`src/rtl/scss_pkg.sv`:
```
package scss_pkg;
   // register map, byte addresses on the wishbone slave
   localparam logic [3:0] OSC_CTRL_ADDR = 4'h0;
   localparam logic [3:0] TRIM_ADDR = 4'h4;
   localparam logic [3:0] IRQ_STATUS_ADDR = 4'h8;
   localparam logic [3:0] IRQ_MASK_ADDR = 4'hC;
   // oscillator control fields
   localparam int BIT_INT_EN = 7;
   localparam int BIT_XTAL_EN = 6;
   localparam int BIT_WDOG_EN = 5;
   localparam int BIT_SYSFAIL_EN = 4;
   localparam int BIT_WDFAIL_EN = 3;
   localparam logic [7:0] OSC_CTRL_RESET = 8'hA0;
   localparam logic [7:0] UNLOCK_FIRST = 8'hE7;
   localparam logic [7:0] UNLOCK_SECOND = 8'h18;
   // source select codes
   localparam logic [2:0] SRC_INT_FAST = 3'h0;
   localparam logic [2:0] SRC_INT_SLOW = 3'h1;
   localparam logic [2:0] SRC_CRYSTAL = 3'h2;
   localparam logic [2:0] SRC_WDOG = 3'h3;
   localparam logic [2:0] SRC_EXT_PIN = 3'h4;
   // interrupt status bits
   localparam int IRQ_SYSFAIL = 0;
   localparam int IRQ_WDFAIL = 1;
   localparam int IRQ_BAD_SEQ = 2;
   // crystal gain modes from option bits
   typedef enum logic [1:0] {XTAL_LOW, XTAL_MED, XTAL_HIGH, XTAL_RC} scss_xmode_e;
   typedef enum logic [1:0] {LK_LOCKED, LK_FIRST_OK, LK_OPEN} scss_lock_e;
endpackage

```
`src/rtl/scss_ctl_if.sv`:
```
`timescale 1ns/100ps
`default_nettype none
// control word and failure events between the register file and the failure monitor
interface scss_ctl_if;
   logic [7:0] ctrl;
   logic sys_fail;
   logic wd_fail;
   modport regs (output ctrl, input sys_fail, wd_fail);
   modport mux (input ctrl, output sys_fail, wd_fail);
endinterface
`default_nettype wire

```
`src/rtl/scss_fail_mon.sv`:
```
`timescale 1ns/100ps
`default_nettype none
module scss_fail_mon
   import scss_pkg::*;
#(
   parameter int WD_TIMEOUT = 8004,
   parameter int SYS_TIMEOUT = 8004
)
(
   input wire logic clk,
   input wire logic reset_n,
   input wire logic wd_tick,
   input wire logic sys_tick,
   scss_ctl_if.mux ctl
);
   typedef struct packed {
      logic [13:0] wd_cnt;
      logic [13:0] sys_cnt;
      logic wd_dead;
      logic sys_fail;
      logic wd_fail;
   } scss_mon_s;
   scss_mon_s m_q, m_d;
   logic wd_on, sys_on;

   // detection needs a live watchdog clock and must not watch itself
   assign wd_on = ctl.ctrl[BIT_WDFAIL_EN] && ctl.ctrl[BIT_WDOG_EN] && ctl.ctrl[2:0] != SRC_WDOG;
   assign sys_on = ctl.ctrl[BIT_SYSFAIL_EN] && ctl.ctrl[BIT_WDOG_EN] && !m_q.wd_dead
                   && ctl.ctrl[2:0] != SRC_WDOG;

   // count idle cycles since the last tick of the watchdog oscillator and of the selected source
   always_comb begin
      m_d = m_q;
      m_d.wd_fail = 1'b0;
      m_d.sys_fail = 1'b0;
      if (!wd_on || wd_tick) m_d.wd_cnt = 14'h0;
      else if (m_q.wd_cnt == 14'(WD_TIMEOUT - 1)) begin
         m_d.wd_cnt = 14'h0;
         m_d.wd_fail = 1'b1;
         m_d.wd_dead = 1'b1;
      end else m_d.wd_cnt = m_q.wd_cnt + 14'h1;
      if (!sys_on || sys_tick) m_d.sys_cnt = 14'h0;
      else if (m_q.sys_cnt == 14'(SYS_TIMEOUT - 1)) begin
         m_d.sys_cnt = 14'h0;
         m_d.sys_fail = 1'b1;
      end else m_d.sys_cnt = m_q.sys_cnt + 14'h1;
   end

   always_ff @(posedge clk or negedge reset_n) begin
      if (!reset_n) m_q <= '0;
      else m_q <= m_d;
   end

   assign ctl.sys_fail = m_q.sys_fail;
   assign ctl.wd_fail = m_q.wd_fail;
endmodule
`default_nettype wire

```
`src/rtl/scss_top.sv`:
```
`timescale 1ns/100ps
`default_nettype none
module scss_top
   import scss_pkg::*;
(
   input wire logic CLK,
   input wire logic RESET_N,
   input wire logic WB_CYC_I,
   input wire logic WB_STB_I,
   input wire logic WB_WE_I,
   input wire logic [3:0] WB_ADR_I,
   input wire logic [3:0] WB_SEL_I,
   input wire logic [31:0] WB_DAT_I,
   output logic [31:0] WB_DAT_O,
   output logic WB_ACK_O,
   output logic IRQ,
   input wire logic CRYSTAL_RESET_DISABLE_OPT,
   input wire logic [1:0] CRYSTAL_MODE_OPT,
   input wire logic [7:0] TRIM_OPT,
   input wire logic INT_FAST_TICK,
   input wire logic INT_SLOW_TICK,
   input wire logic CRYSTAL_INPUT_PIN,
   input wire logic WDOG_OSC_TICK,
   input wire logic EXTERNAL_CLOCK_PIN,
   output logic [2:0] SYSCLK_SOURCE_SELECT,
   output logic SYSCLK_TICK,
   output logic INT_OSC_EN,
   output logic INT_OSC_SLOW,
   output logic [7:0] INT_OSC_TRIM,
   output logic CRYSTAL_EN,
   output logic [1:0] CRYSTAL_GAIN_MODE,
   output logic WDOG_OSC_EN
);
   scss_ctl_if ctl_bus();
   logic [31:0] dat_r;
   logic ack, irq;
   logic [7:0] trim;
   logic [2:0] msel;
   logic sel_tick;

   // register file and unlock guard
   scss_wb_regs u_regs (
      .clk(CLK),
      .reset_n(RESET_N),
      .xtal_reset_disable(CRYSTAL_RESET_DISABLE_OPT),
      .trim_default(TRIM_OPT),
      .cyc(WB_CYC_I),
      .stb(WB_STB_I),
      .we(WB_WE_I),
      .adr(WB_ADR_I),
      .sel(WB_SEL_I),
      .dat_w(WB_DAT_I),
      .dat_r(dat_r),
      .ack(ack),
      .irq(irq),
      .trim(trim),
      .mux_sel(msel),
      .ctl(ctl_bus.regs)
   );

   // selected clock fed back so a stalled source is noticed
   scss_fail_mon u_mon (
      .clk(CLK),
      .reset_n(RESET_N),
      .wd_tick(WDOG_OSC_TICK),
      .sys_tick(sel_tick),
      .ctl(ctl_bus.mux)
   );

   // source mux; no divider anywhere, the crystal level goes straight through
   always_comb begin
      unique case (msel)
         SRC_INT_FAST: sel_tick = INT_FAST_TICK;
         SRC_INT_SLOW: sel_tick = INT_SLOW_TICK;
         SRC_CRYSTAL: sel_tick = CRYSTAL_INPUT_PIN;
         SRC_WDOG: sel_tick = WDOG_OSC_TICK;
         SRC_EXT_PIN: sel_tick = EXTERNAL_CLOCK_PIN;
         default: sel_tick = 1'b0;
      endcase
   end

   typedef struct packed {
      logic [31:0] dat;
      logic ack;
      logic irq;
      logic [2:0] src;
      logic tick;
      logic int_en;
      logic int_slow;
      logic [7:0] trim;
      logic xtal_en;
      logic [1:0] gain;
      logic wd_en;
   } scss_out_s;
   scss_out_s o_q, o_d;

   // output staging so every port leaves a flop
   always_comb begin
      o_d = o_q;
      o_d.dat = dat_r;
      o_d.ack = ack;
      o_d.irq = irq;
      o_d.src = msel;
      o_d.tick = sel_tick;
      o_d.int_en = ctl_bus.ctrl[BIT_INT_EN];
      o_d.int_slow = (msel == SRC_INT_SLOW);
      o_d.trim = trim;
      o_d.xtal_en = ctl_bus.ctrl[BIT_XTAL_EN];
      o_d.gain = CRYSTAL_MODE_OPT;
      o_d.wd_en = ctl_bus.ctrl[BIT_WDOG_EN];
   end

   always_ff @(posedge CLK or negedge RESET_N) begin
      if (!RESET_N) begin
         o_q <= '{dat: 32'h0, ack: 1'b0, irq: 1'b0, src: SRC_INT_FAST, tick: 1'b0, int_en: 1'b1,
                  int_slow: 1'b0, trim: 8'h00, xtal_en: 1'b0, gain: 2'h0, wd_en: 1'b1};
      end else begin
         o_q <= o_d;
      end
   end

   // ack delayed one flop; the bus slave is still single-answer per request
   assign WB_DAT_O = o_q.dat;
   assign WB_ACK_O = o_q.ack;
   assign IRQ = o_q.irq;
   assign SYSCLK_SOURCE_SELECT = o_q.src;
   assign SYSCLK_TICK = o_q.tick;
   assign INT_OSC_EN = o_q.int_en;
   assign INT_OSC_SLOW = o_q.int_slow;
   assign INT_OSC_TRIM = o_q.trim;
   assign CRYSTAL_EN = o_q.xtal_en;
   assign CRYSTAL_GAIN_MODE = o_q.gain;
   assign WDOG_OSC_EN = o_q.wd_en;
endmodule
`default_nettype wire

```
`src/rtl/scss_wb_regs.sv`:
```
`timescale 1ns/100ps
`default_nettype none
module scss_wb_regs
   import scss_pkg::*;
(
   input wire logic clk,
   input wire logic reset_n,
   input wire logic xtal_reset_disable,
   input wire logic [7:0] trim_default,
   input wire logic cyc,
   input wire logic stb,
   input wire logic we,
   input wire logic [3:0] adr,
   input wire logic [3:0] sel,
   input wire logic [31:0] dat_w,
   output logic [31:0] dat_r,
   output logic ack,
   output logic irq,
   output logic [7:0] trim,
   output logic [2:0] mux_sel,
   scss_ctl_if.regs ctl
);
   typedef struct packed {
      logic [7:0] ctrl;
      logic [7:0] trim;
      logic [2:0] status;
      logic [2:0] mask;
      scss_lock_e lock;
      logic [31:0] rdata;
      logic ack;
      logic ack_tail;
      logic irq;
      logic init;
   } scss_regs_s;
   scss_regs_s r_q, r_d;
   logic take, wr, rd;
   logic [7:0] wbyte;
   logic [2:0] ev;

   // ack leaves through one more flop in the top, so the master still holds its request
   // in the cycle after our ack; the tail bit stops that cycle from being taken twice
   assign take = cyc && stb && !r_q.ack && !r_q.ack_tail;
   assign wr = take && we && sel[0];
   assign rd = take;
   assign wbyte = dat_w[7:0];
   assign ctl.ctrl = r_q.ctrl;
   assign mux_sel = r_q.ctrl[2:0];

   // next state: unlock sequence, write-one-clear, strap capture after reset
   always_comb begin
      r_d = r_q;
      ev = 3'h0;
      ev[IRQ_SYSFAIL] = ctl.sys_fail;
      ev[IRQ_WDFAIL] = ctl.wd_fail;
      r_d.ack = take;
      r_d.ack_tail = r_q.ack;
      if (r_q.init) begin
         // option bits caught one cycle after release, never inside reset
         r_d.init = 1'b0;
         r_d.ctrl[BIT_XTAL_EN] = !xtal_reset_disable;
         r_d.trim = trim_default;
      end
      if (wr && adr == OSC_CTRL_ADDR) begin
         unique case (r_q.lock)
            LK_LOCKED: begin
               if (wbyte == UNLOCK_FIRST) r_d.lock = LK_FIRST_OK;
               else ev[IRQ_BAD_SEQ] = 1'b1;
            end
            LK_FIRST_OK: begin
               // a repeated first key keeps the sequence alive
               if (wbyte == UNLOCK_SECOND) r_d.lock = LK_OPEN;
               else if (wbyte != UNLOCK_FIRST) begin
                  r_d.lock = LK_LOCKED;
                  ev[IRQ_BAD_SEQ] = 1'b1;
               end
            end
            LK_OPEN: begin
               r_d.lock = LK_LOCKED;
               r_d.ctrl[7:3] = wbyte[7:3];
               // reserved codes keep the running source
               if (wbyte[2:0] <= SRC_EXT_PIN) r_d.ctrl[2:0] = wbyte[2:0];
            end
            default: r_d.lock = LK_LOCKED;
         endcase
      end
      if (wr && adr == TRIM_ADDR) r_d.trim = wbyte;
      if (wr && adr == IRQ_MASK_ADDR) r_d.mask = wbyte[2:0];
      // set beats clear so a same-cycle event survives
      if (wr && adr == IRQ_STATUS_ADDR) r_d.status = r_q.status & ~wbyte[2:0];
      r_d.status = r_d.status | ev;
      // recovery forces the watchdog oscillator in the visible select field
      if (ctl.sys_fail) r_d.ctrl[2:0] = SRC_WDOG;
      r_d.irq = |(r_d.status & r_d.mask);
      r_d.rdata = 32'h0;
      if (rd) begin
         unique case (adr)
            OSC_CTRL_ADDR: r_d.rdata = {24'h0, r_q.ctrl};
            TRIM_ADDR: r_d.rdata = {24'h0, r_q.trim};
            IRQ_STATUS_ADDR: r_d.rdata = {29'h0, r_q.status};
            IRQ_MASK_ADDR: r_d.rdata = {29'h0, r_q.mask};
            default: r_d.rdata = 32'h0;
         endcase
      end
   end

   // state register
   always_ff @(posedge clk or negedge reset_n) begin
      if (!reset_n) begin
         r_q <= '{ctrl: OSC_CTRL_RESET, trim: 8'h00, status: 3'h0, mask: 3'h0,
                  lock: LK_LOCKED, rdata: 32'h0, ack: 1'b0, ack_tail: 1'b0, irq: 1'b0, init: 1'b1};
      end else begin
         r_q <= r_d;
      end
   end

   assign dat_r = r_q.rdata;
   assign ack = r_q.ack;
   assign irq = r_q.irq;
   assign trim = r_q.trim;
endmodule
`default_nettype wire

```
`config.mk`:
```
export PLATFORM = sky130hd
export DESIGN_NAME = scss_top
export DESIGN_NICKNAME = d
export VERILOG_FILES = /design/src/rtl/scss_pkg.sv /design/src/rtl/scss_ctl_if.sv /design/src/rtl/scss_fail_mon.sv /design/src/rtl/scss_top.sv /design/src/rtl/scss_wb_regs.sv
export SDC_FILE = /design/constraint.sdc
export NUM_CORES = 1
export LEC_CHECK = 0
export BUFFER_PORTS_ARGS = -buffer_cell sky130_fd_sc_hd__buf_2
export CAP_MARGIN = 20
export CORE_MARGIN = 1
export CORE_UTILIZATION = 52
export DETAILED_ROUTE_END_ITERATION = 12
export GPL_TIMING_DRIVEN = 0
export MAX_ROUTING_LAYER = met4
export PLACE_DENSITY = 0.79
export SYNTH_ARGS = -nofsm -noshare
export SYNTH_HDL_FRONTEND = slang
export SYNTH_SLANG_ARGS = --single-unit
```
`constraint.sdc`:
```
create_clock -name CLK -period 1.9 [get_ports CLK]
set_input_delay 0.095 -clock CLK [delete_from_list [all_inputs] [get_ports CLK]]
set_output_delay 0.095 -clock CLK [all_outputs]
set_load 0.1 [all_outputs]
```
==> results.toml, run 1 <==
[die]
initial_core_util_pct = 53.61
pin_count = 113
die_w_um = 91.03
fp.dieH_um = 91.03
dieArea_sq_um = 8286
design.core.area_sq_um = 7687
core.rowCount = 32

[setup_path]
cp.required_ns = 2.15
r2r_slack_ns = 0.05
path_buf_inv = 1
r2r-end = "u_mon.m_q[20]$_DFF_PN0_"
crit_type = "reg2reg"
max_stage_delay_ns = 0.52
ff2ff_path_depth = 5
crit_family = "simple AND/OR/NAND/NOR gates"
crit_chain = "or4b_1 > or4_4 > nand2b_4 > buf_8 > nor2_1"
worstPathMaxFanout = 10
worst_path_max_delay_cell = "or4_4"
r2r-start = "u_mon.m_q[20]$_DFF_PN0_"
end_kind = "flip-flop"
critPathLaunchType = "flip-flop"
cp.arrival_ns = 2.10

[global_route]
grt_pass1_wl_um = 13930
grt_usage_pct = 22.30
antenna_found_initial = 0
first_global_vias = 2915
grt_max_degree = 52
grt-ovfl-total = 0

[sta]
min_period_ns = 1.851
tns_ns = 0
hold_viol_final = 0
rsz0062_at_grt = "false"
holdWs_ns = 0.01686
fmax_ghz = 0.5404
setup_violations = 0
drv_slew = 0
clock_skew_ns = 0.01579
tightest_slew_ns = 0.6571
timing.final.ws_setup_ns = 0.04940
min_period_over_period_pct = 97.40
relSlewSlack_pct = 56.19

[logic_synthesis]
synth.top_cell.area_share_pct = 54.04
yosysTopAreaCell = "dfrtp_1"
synth_area_leaders = "dfrtp_1, buf_4, nand2_1"
synth_top_family_by_area = "simple AND/OR/NAND/NOR gates"
synth-xor-area-share_pct = 3.400
netlist_area_sq_um = 4121
synth_fa_ha_area_share_pct = 0.6072
synth_edf_count = 0
synthArstFlopShare_pct = 100.0
synth-main-ff-cell = "dfrtp_1"
synth.avg_cell_area_sq_um = 11.05
synth.mux.area_fraction_pct = 3.795
synth-simple-area-share_pct = 19.79
yosysUniqueCellTypes = 58
postSynthCellCount = 373
ys_warn_count = 0
ys_ff_latch = 94
synth_compound_area_share_pct = 8.470
seq_area_frac_synth_pct = 57.23
synth_common_cells = "dfrtp_1, nand2_1, buf_4, nor2_1, o21ai_0"
synth.most_common_cell = "dfrtp_1"

[finish]
antenna_cells = 0
multi_input_area_sq_um = 1585
regArea_sq_um = 2367
drive_above_1_share_pct = 28.13
fin_area_sq_um = 4961
final.fill_count = 657
area_growth_pct = 20.37
final_net_count = 538

[clock_tree]
clk-insertion-delay-late_ns = 0.36
cts_root_buf = "clkbuf_8"
numClockSinks = 94
cts_made_buffers = 9
clockBufferDepth = 2
clk_pin_slew_ns = 0.09
cts_tree = "done"
cts_max_level = 3

[pwr]
vdd_drop_max_mv = 0.3610
p_total_mw = 4.144
powerDensity_nw_per_um2 = 835.4
power.leakage_nw = 2.292

[min_path]
hold_depth = 3
hp-class = "in2reg"
hold_start = "WB_DAT_I[3]"
holdPathEnd = "u_regs.ctl.ctrl[3]$_DFFE_PN0P_"

[run]
drv_cap = 0

[route]
postRouteAntennaNets = 0
wl_per_cell_um = 14.47
num_vias = 3066
drt-total-wl_um = 8420
firstDrtPassIters = 4
route.detailed.drc = 0
drtIter0Drc = 161
avgViaCountPerCell = 5.268

[placed_design]
postPlaceCellArea_sq_um = 4664
dp_hpwl_um = 5935
place_congestion = 0.8351
portBuffers = 58
pre_cts_slack_ns = -0.08708

[run_status]
status = "finished, final reports clean"
[placed cells by master, fill, tap and decap left out, types with 5 or more instances in the layout]
cell type      Yosys  layout
nand2_1           42      42
or3_1              9       9
inv_1              5       5
a21oi_1           10      10
dfrtp_1           89      84
a211oi_1           5       5
a22oi_1            8       8
xnor2_1            5       5
clkbuf_8           0      10
mux2_2             5       5
dfstp_2            5       5
dlygate4sd3_1      0       7
buf_2              7      63
buf_4             24      28
o21ai_0           19      19
mux2i_1           10      10
nor3_1            13      12
xor2_1            11      11
conb_1             1      25
nand3_1            6       6
nor2_1            24      24
nand4_1           13      13
[cells by family (layout without fill, tap and decap cells)]
logic type | Yosys count | after routing
other cells | 1 | 25
buf+inv | 43 | 126
flops | 94 | 94
compound gates | 55 | 55
mux | 15 | 15
fa+ha+maj | 2 | 2
simple gates | 147 | 147
xor+xnor | 16 | 16
[what timing repair did]
item	4_1_cts	5_1_grt
pin swaps	0	0
setup buffers	1	1
setup endpoints to repair	11	23
hold endpoints to repair	53	0
resized for setup	1	8
hold buffers	7	0
[state kept, by name (all words and copies together) (netlist names)]
register	count
WB_DAT_O	8
u_mon.m_q	29
u_regs.dat_r	8
INT_OSC_TRIM	8
u_mon.ctl.sys_fail	1
u_regs.trim	8
u_mon.ctl.wd_fail	1
INT_OSC_SLOW	1
INT_OSC_EN	1
u_regs.r_q	10
u_regs.ack	1
IRQ	1
CRYSTAL_GAIN_MODE	2
u_regs.irq	1
u_regs.ctl.ctrl	8
CRYSTAL_EN	1
SYSCLK_SOURCE_SELECT	3
SYSCLK_TICK	1
WDOG_OSC_EN	1
[metrics by stage]
step / instances / utilization, %
2_1_floorplan: 397 / -
3_3_place_gp: 557 / 60.29
3_5_place_dp: 558 / 60.68
4_1_cts: 581 / 64.32
5_1_grt: 582 / 64.53
6_report: 582 / 64.53
[where the power goes]
part           switching, mW  internal [mW]
registers             0.0312           2.07
logic                  0.557          0.144
clock network          0.692          0.656
total                   1.28           2.86
[layer usage]
metal | track usage, % | part of all wire, % | up-vias
met5 | - | 0 | -
met2 | 33.65 | 48 | 85
met1 | 30.48 | 46 | 1497
met4 | 8.862 | 1.2 | 0
met3 | 3.518 | 4.4 | 9
li1 | - | - | 1475
[worst max-delay path by stage]
stage / start / endpoint / slack (ns) / cells after the start
3_5_place_dp: u_mon.m_q[7]$_DFF_PN0_ / u_mon.m_q[10]$_DFF_PN0_ / -0.09 / 5
3_3_place_gp: RESET_N / u_regs.r_q[2]$_DFF_PN0_ / -0.37 / 1
4_1_cts: u_mon.m_q[21]$_DFF_PN0_ / u_mon.m_q[20]$_DFF_PN0_ / 0.02 / 5
5_1_grt: u_mon.m_q[20]$_DFF_PN0_ / u_mon.m_q[20]$_DFF_PN0_ / 0.002 / 5
6_report: u_mon.m_q[20]$_DFF_PN0_ / u_mon.m_q[20]$_DFF_PN0_ / 0.05 / 5
2_1_floorplan: u_regs.r_q[2]$_DFF_PN0_ / u_regs.irq$_DFF_PN0_ / 0.05 / 5
[worst register-to-register path: cells and delay by family (launching register included)]
kind / cells / cell delay, ns
flip-flops: 1 / 0.40
buffers and inverters: 1 / 0.14
AND/OR/NAND/NOR: 4 / 1.21
[cell type report]
| class | count | area share [%] |
|---|---|---|
| sequential | 94 | 47.72 |
| multi-input combinational | 260 | 31.95 |
| timing repair buffer | 68 | 8.172 |
| tap | 102 | 2.573 |
| clock buffer | 12 | 2.926 |
| buffer | 37 | 5.145 |
| inverter | 5 | 0.3783 |
| clock inverter | 4 | 1.135 |
Note: power is estimated with default switching activity, not from simulation.
==> inputs of run 2 (changes only) <==
--- a/config.mk
+++ b/config.mk
@@ -7,6 +7,7 @@
 export LEC_CHECK = 0
 export BUFFER_PORTS_ARGS = -buffer_cell sky130_fd_sc_hd__buf_2
 export CAP_MARGIN = 20
+export CORE_ASPECT_RATIO = 1.5
 export CORE_MARGIN = 1
 export CORE_UTILIZATION = 52
 export DETAILED_ROUTE_END_ITERATION = 12
==> run 2 against run 1 <==
  * Clock skew fell by 0.012 ns
  * Via count fell by 0.39%
  * Power rose by 11%
  * Utilization rose by 1.3 points
  * Critical endpoint is now u_mon.m_q[24]$_DFF_PN0_
  * Largest cell class unchanged
==> results.toml, run 2 (synthesis results as in run 1) <==
[run_status]
status = "finished, final reports clean"

[placed_design]
portBuffers = 58
place_congestion = 0.8853
dp_hpwl_um = 5783

[sta]
min_period_over_period_pct = 97.76
holdWs_ns = 0.01547
clock_skew_ns = 0.004262
tightest_slew_ns = 0.6841
tns_ns = 0
drv_slew = 0
min_period_ns = 1.857
fmax_ghz = 0.5384
setup_violations = 0
hold_viol_final = 0
relSlewSlack_pct = 54.40

[finish]
top_register = "u_mon.m_q"
layout_commonest_cell = "dfrtp_1"
antenna_cells = 0
largest_reg_flops = 29
drive_above_1_share_pct = 28.33
final_cell_mix = "dfrtp_1, buf_2, nand2_1"
final_net_count = 538
fin_util_pct = 65.88
reg_top3 = "u_mon.m_q x29, u_regs.r_q x10"
area_growth_pct = 22.47

[setup_path]
cp.arrival_ns = 2.09
r2r-end = "u_mon.m_q[24]$_DFF_PN0_"
r2r-start = "u_mon.m_q[20]$_DFF_PN0_"
worstPathMaxFanout = 10
crit_chain = "or4b_1 > or4_4 > nand2b_4 > buf_8 > nor2_1"
path_depth = 5
max_stage_delay_ns = 0.53
worst_path_max_delay_cell = "or4_4"
r2r_slack_ns = 0.04
ff2ff_path_depth = 5
end_kind = "flip-flop"
crit_type = "reg2reg"
path_buf_inv = 1
crit_path_start = "u_mon.m_q[20]$_DFF_PN0_"
critPathLaunchType = "flip-flop"
cp.required_ns = 2.13
crit_family = "simple AND/OR/NAND/NOR gates"

[clock_tree]
cts_tree = "done"
cts_made_buffers = 9
clk_pin_slew_ns = 0.07
cts_root_buf = "clkbuf_16"
clockBufferDepth = 2
clk-insertion-delay-late_ns = 0.34
numClockSinks = 94
cts_max_level = 3

[pwr]
vdd_drop_max_mv = 0.5182
p_total_mw = 4.584
powerDensity_nw_per_um2 = 908.2
power.leakage_nw = 2.324

[min_path]
holdPathEnd = "u_regs.ctl.ctrl[3]$_DFFE_PN0P_"
hold_depth = 3
hp-class = "in2reg"
hold_start = "WB_DAT_I[3]"

[die]
die_w_um = 74.69
core.rowCount = 39
design.core.area_sq_um = 7661
pin_count = 113
dieArea_sq_um = 8293
initial_core_util_pct = 53.80
fp.dieH_um = 111.0

[route]
avgViaCountPerCell = 5.247
wl_per_cell_um = 14.12
postRouteAntennaNets = 0
drt-total-wl_um = 8220
drtIter0Drc = 150
firstDrtPassIters = 4
num_vias = 3054
route.detailed.drc = 0

[global_route]
grt_usage_pct = 22.08
first_global_vias = 3017
grt_max_degree = 57
grt-ovfl-total = 0
grt_pass1_wl_um = 13510
antenna_found_initial = 0

[run]
drv_cap = 0
[run 2: cell count changes in the layout (fill, tap and decap cells not counted)]
| cell | before | now |
|---|---|---|
| inv_6 | 1 | 2 |
| clkbuf_1 | 3 | 2 |
| dfrtp_1 | 84 | 85 |
| buf_12 | 0 | 1 |
| buf_4 | 28 | 29 |
| dfrtp_2 | 4 | 3 |
| clkinvlp_4 | 0 | 3 |
| clkinv_4 | 2 | 0 |
| clkbuf_8 | 10 | 0 |
| clkbuf_16 | 0 | 9 |
| dlygate4sd3_1 | 7 | 6 |
| buf_16 | 1 | 0 |
[run 2: layout make-up]
type	count	area (sq um)
fillers	606	2614
plain buffers	37	255.2
flip-flops and latches	94	2366
inverters	5	18.77
clock inverters	6	70.07
well taps	102	127.6
repair buffers	68	395.4
clock buffers	10	229.0
multi-input cells	260	1585
[run 2: tightest hold or removal path, stage by stage]
cell     delay, ns
buf_2         0.13
nand2_1       0.06
nand2_1       0.04
[run 2: worst max path at each step]
stage	endpoint
5_1_grt	u_mon.m_q[20]$_DFF_PN0_
2_1_floorplan	u_regs.irq$_DFF_PN0_
3_5_place_dp	u_mon.m_q[9]$_DFF_PN0_
4_1_cts	u_mon.m_q[24]$_DFF_PN0_
3_3_place_gp	u_regs.r_q[2]$_DFF_PN0_
6_report	u_mon.m_q[24]$_DFF_PN0_
[run 2: through the flow]
stage / instance area, sq um / setup slack [ns] / instances
2_1_floorplan: 4217 / 0.04814 / 397
3_3_place_gp: 4634 / -0.3567 / 557
3_5_place_dp: 4657 / -0.1390 / 558
4_1_cts: 5017 / 0.01257 / 579
5_1_grt: 5047 / -0.007573 / 582
6_report: 5047 / 0.04257 / 582
[run 2: report_power, final]
part	internal (mW)	switching [mW]	total (mW)	leakage (nW)
Clock	1.03	0.763	1.79	0.136
Combinational	0.141	0.556	0.696	0.992
Sequential	2.07	0.0280	2.10	1.20
[run 2: metal layers]
| metal | global-route usage (%) | part of all wire (%) | vias to the layer above |
|---|---|---|---|
| met2 | 34.35 | 53 | 80 |
| met3 | 5.727 | 3.6 | 24 |
| met1 | 26.35 | 41 | 1478 |
| met5 | - | 0 | - |
| met4 | 10.31 | 2.7 | 0 |
| li1 | - | - | 1472 |
[run 2: repair_timing]
| action | 4_1_cts | 5_1_grt |
|---|---|---|
| hold endpoints to repair | 55 | 0 |
| setup buffers | 0 | 3 |
| endpoints found under the setup margin | 10 | 24 |
| cloned | 0 | 0 |
| resized for setup | 1 | 7 |
| hold buffers | 6 | 0 |
==> inputs of run 3 (changes only) <==
--- a/config.mk
+++ b/config.mk
@@ -9,11 +9,10 @@
 export CAP_MARGIN = 20
 export CORE_ASPECT_RATIO = 1.5
 export CORE_MARGIN = 1
-export CORE_UTILIZATION = 52
+export CORE_UTILIZATION = 38
 export DETAILED_ROUTE_END_ITERATION = 12
 export GPL_TIMING_DRIVEN = 0
 export MAX_ROUTING_LAYER = met4
-export PLACE_DENSITY = 0.79
 export SYNTH_ARGS = -nofsm -noshare
 export SYNTH_HDL_FRONTEND = slang
 export SYNTH_SLANG_ARGS = --single-unit
==> run 3 against run 2 <==
  * Utilization shrank 18 points
  * Via count shrank 1.5%
  * Power increased by 3.1%
  * Die area is 36% higher
  * Non-clock buffer count is 1 lower
  * Critical path type unchanged
  * Critical endpoint is now u_mon.m_q[17]$_DFF_PN0_
  * Largest cell class unchanged
  * Largest power group unchanged
==> results.toml, run 3 (synthesis results as in run 1) <==
[die]
fp.dieH_um = 129.6
core.rowCount = 46
initial_core_util_pct = 38.92
design.core.area_sq_um = 10590
dieArea_sq_um = 11280
die_w_um = 87.04
pin_count = 113

[placed_design]
portBuffers = 58
place_congestion = 0.7847
postPlaceCellArea_sq_um = 4717
dp_hpwl_um = 6238
pre_cts_slack_ns = -0.1102

[sta]
fmax_ghz = 0.5438
timing.final.ws_setup_ns = 0.06103
tightest_slew_ns = 0.6618
min_period_ns = 1.839
setup_violations = 0
min_period_over_period_pct = 96.79
hold_viol_final = 0
rsz0062_at_grt = "false"
relSlewSlack_pct = 55.88
clock_skew_ns = 0.008099
drv_slew = 0

[pwr]
power.leakage_nw = 2.330
intPower_mw = 3.363
vdd_drop_max_mv = 0.4532
switching_power_mw = 1.363
powerDensity_nw_per_um2 = 923.2
p_sw_share_pct = 28.85
power_frac_seq_pct = 44.4
pwr-share-clk_pct = 40.8
p_total_mw = 4.726
comb_power_share_pct = 14.8

[finish]
reg_top3 = "u_mon.m_q x29, u_regs.r_q x10"
largest_reg_flops = 29
final_cell_mix = "dfrtp_1, buf_2, nand2_1"
drive_above_1_share_pct = 28.39
area_growth_pct = 24.23
final_net_count = 537
fin_area_sq_um = 5120
layout_commonest_cell = "dfrtp_1"
top_register = "u_mon.m_q"
antenna_cells = 0

[route]
postRouteAntennaNets = 0
avgViaCountPerCell = 4.830
route.detailed.drc = 0
wl_per_cell_um = 14.06
num_vias = 3009
drt-total-wl_um = 8761
drtIter0Drc = 147
firstDrtPassIters = 4

[clock_tree]
cts_tree = "done"
clk-insertion-delay-late_ns = 0.34
cts_max_level = 3
cts_root_buf = "clkbuf_16"
numClockSinks = 94
clockBufferDepth = 2
clk_pin_slew_ns = 0.07
cts_made_buffers = 9

[setup_path]
r2r_slack_ns = 0.06
end_kind = "flip-flop"
critPathLaunchType = "flip-flop"
cp.arrival_ns = 2.07
cp.required_ns = 2.13
crit_type = "reg2reg"
worstPathMaxFanout = 10

[global_route]
grtUsageMet2_pct = 28.62
grt_usage_pct = 17.21
grt-busiest-layer = "met2"
first_global_vias = 2958
grt_pass1_wl_um = 14370
grt-ovfl-total = 0
antenna_found_initial = 0
grt_use_met1_pct = 19.93
grt_max_degree = 62
use_met3_pct = 2.930

[min_path]
hp-class = "in2reg"

[run]
drv_cap = 0

[run_status]
status = "finished, final reports clean"
[run 3: changes by cell type in the layout (fill, tap and decap cells not counted), sizes merged]
cell / previous run / this run
bufinv: 1 / 2
clkbuf: 14 / 13
inv: 7 / 6
clkinv: 0 / 1
dlygate4sd3: 6 / 5
[run 3: through the flow]
stage / std cells / hold slack, ns / utilization (%) / TNS, ns
2_1_floorplan: 397 / -0.2006 / - / 0
3_3_place_gp: 599 / 0.2035 / 44.26 / -13.41
3_5_place_dp: 600 / 0.07121 / 44.54 / -0.9714
4_1_cts: 620 / 0.01286 / 48.06 / 0
5_1_grt: 623 / 0.03969 / 48.35 / 0
6_report: 623 / 0.01478 / 48.35 / 0
[run 3: timing repair]
action,CTS,global route
endpoints found under the hold margin,34,0
hold buffers,5,0
setup buffers,0,3
resized for setup,1,5
endpoints found under the setup margin,11,20
[run 3: power by group through the flow]
stage	clock network, mW	logic, mW	registers, mW
global route	2.05	0.736	2.10
floorplan	0	0.333	2.34
CTS	1.97	0.701	2.10
detailed placement	0	0.691	2.14
global placement	0	0.681	2.13
finish	1.93	0.700	2.10
[run 3: worst paths after layout]
| path | from | to | depth (start not counted) |
|---|---|---|---|
| hold reg to reg | u_regs.dat_r[5]$_DFF_PN0_ | WB_DAT_O[5]$_DFF_PN0_ | 0 |
| setup / recovery | u_mon.m_q[21]$_DFF_PN0_ | u_mon.m_q[17]$_DFF_PN0_ | 5 |
| max in group asynchronous | RESET_N | u_regs.ctl.ctrl[5]$_DFFE_PN1P_ | 3 |
| min in group asynchronous | RESET_N | u_regs.ack$_DFF_PN0_ | 2 |
| hold / removal | WB_DAT_I[6] | u_regs.ctl.ctrl[6]$_DFF_PN0_ | 3 |
| setup reg to reg | u_mon.m_q[21]$_DFF_PN0_ | u_mon.m_q[17]$_DFF_PN0_ | 5 |
[run 3: critical path: stages, from the launching register on]
cell	delay, ns
dfrtp_1	0.41
or4b_1	0.52
or4_4	0.52
nand2b_4	0.10
buf_8	0.13
nor2_1	0.04
[run 3: cell type report]
class                   count  area [sq um]
repair buffers             67         392.9
clock buffers               9         225.2
well taps                 144         180.2
fillers                  1006          5470
multi-input cells         260          1588
plain buffers              37         254.0
inverters                   5         18.77
flip-flops and latches     94          2365
clock inverters             7         96.34
[run 3: per-layer routing]
layer	share of wire [%]	up-vias
li1	-	1468
met1	42	1459
met2	52	62
met3	3.5	20
met4	2.8	0
met5	0	-
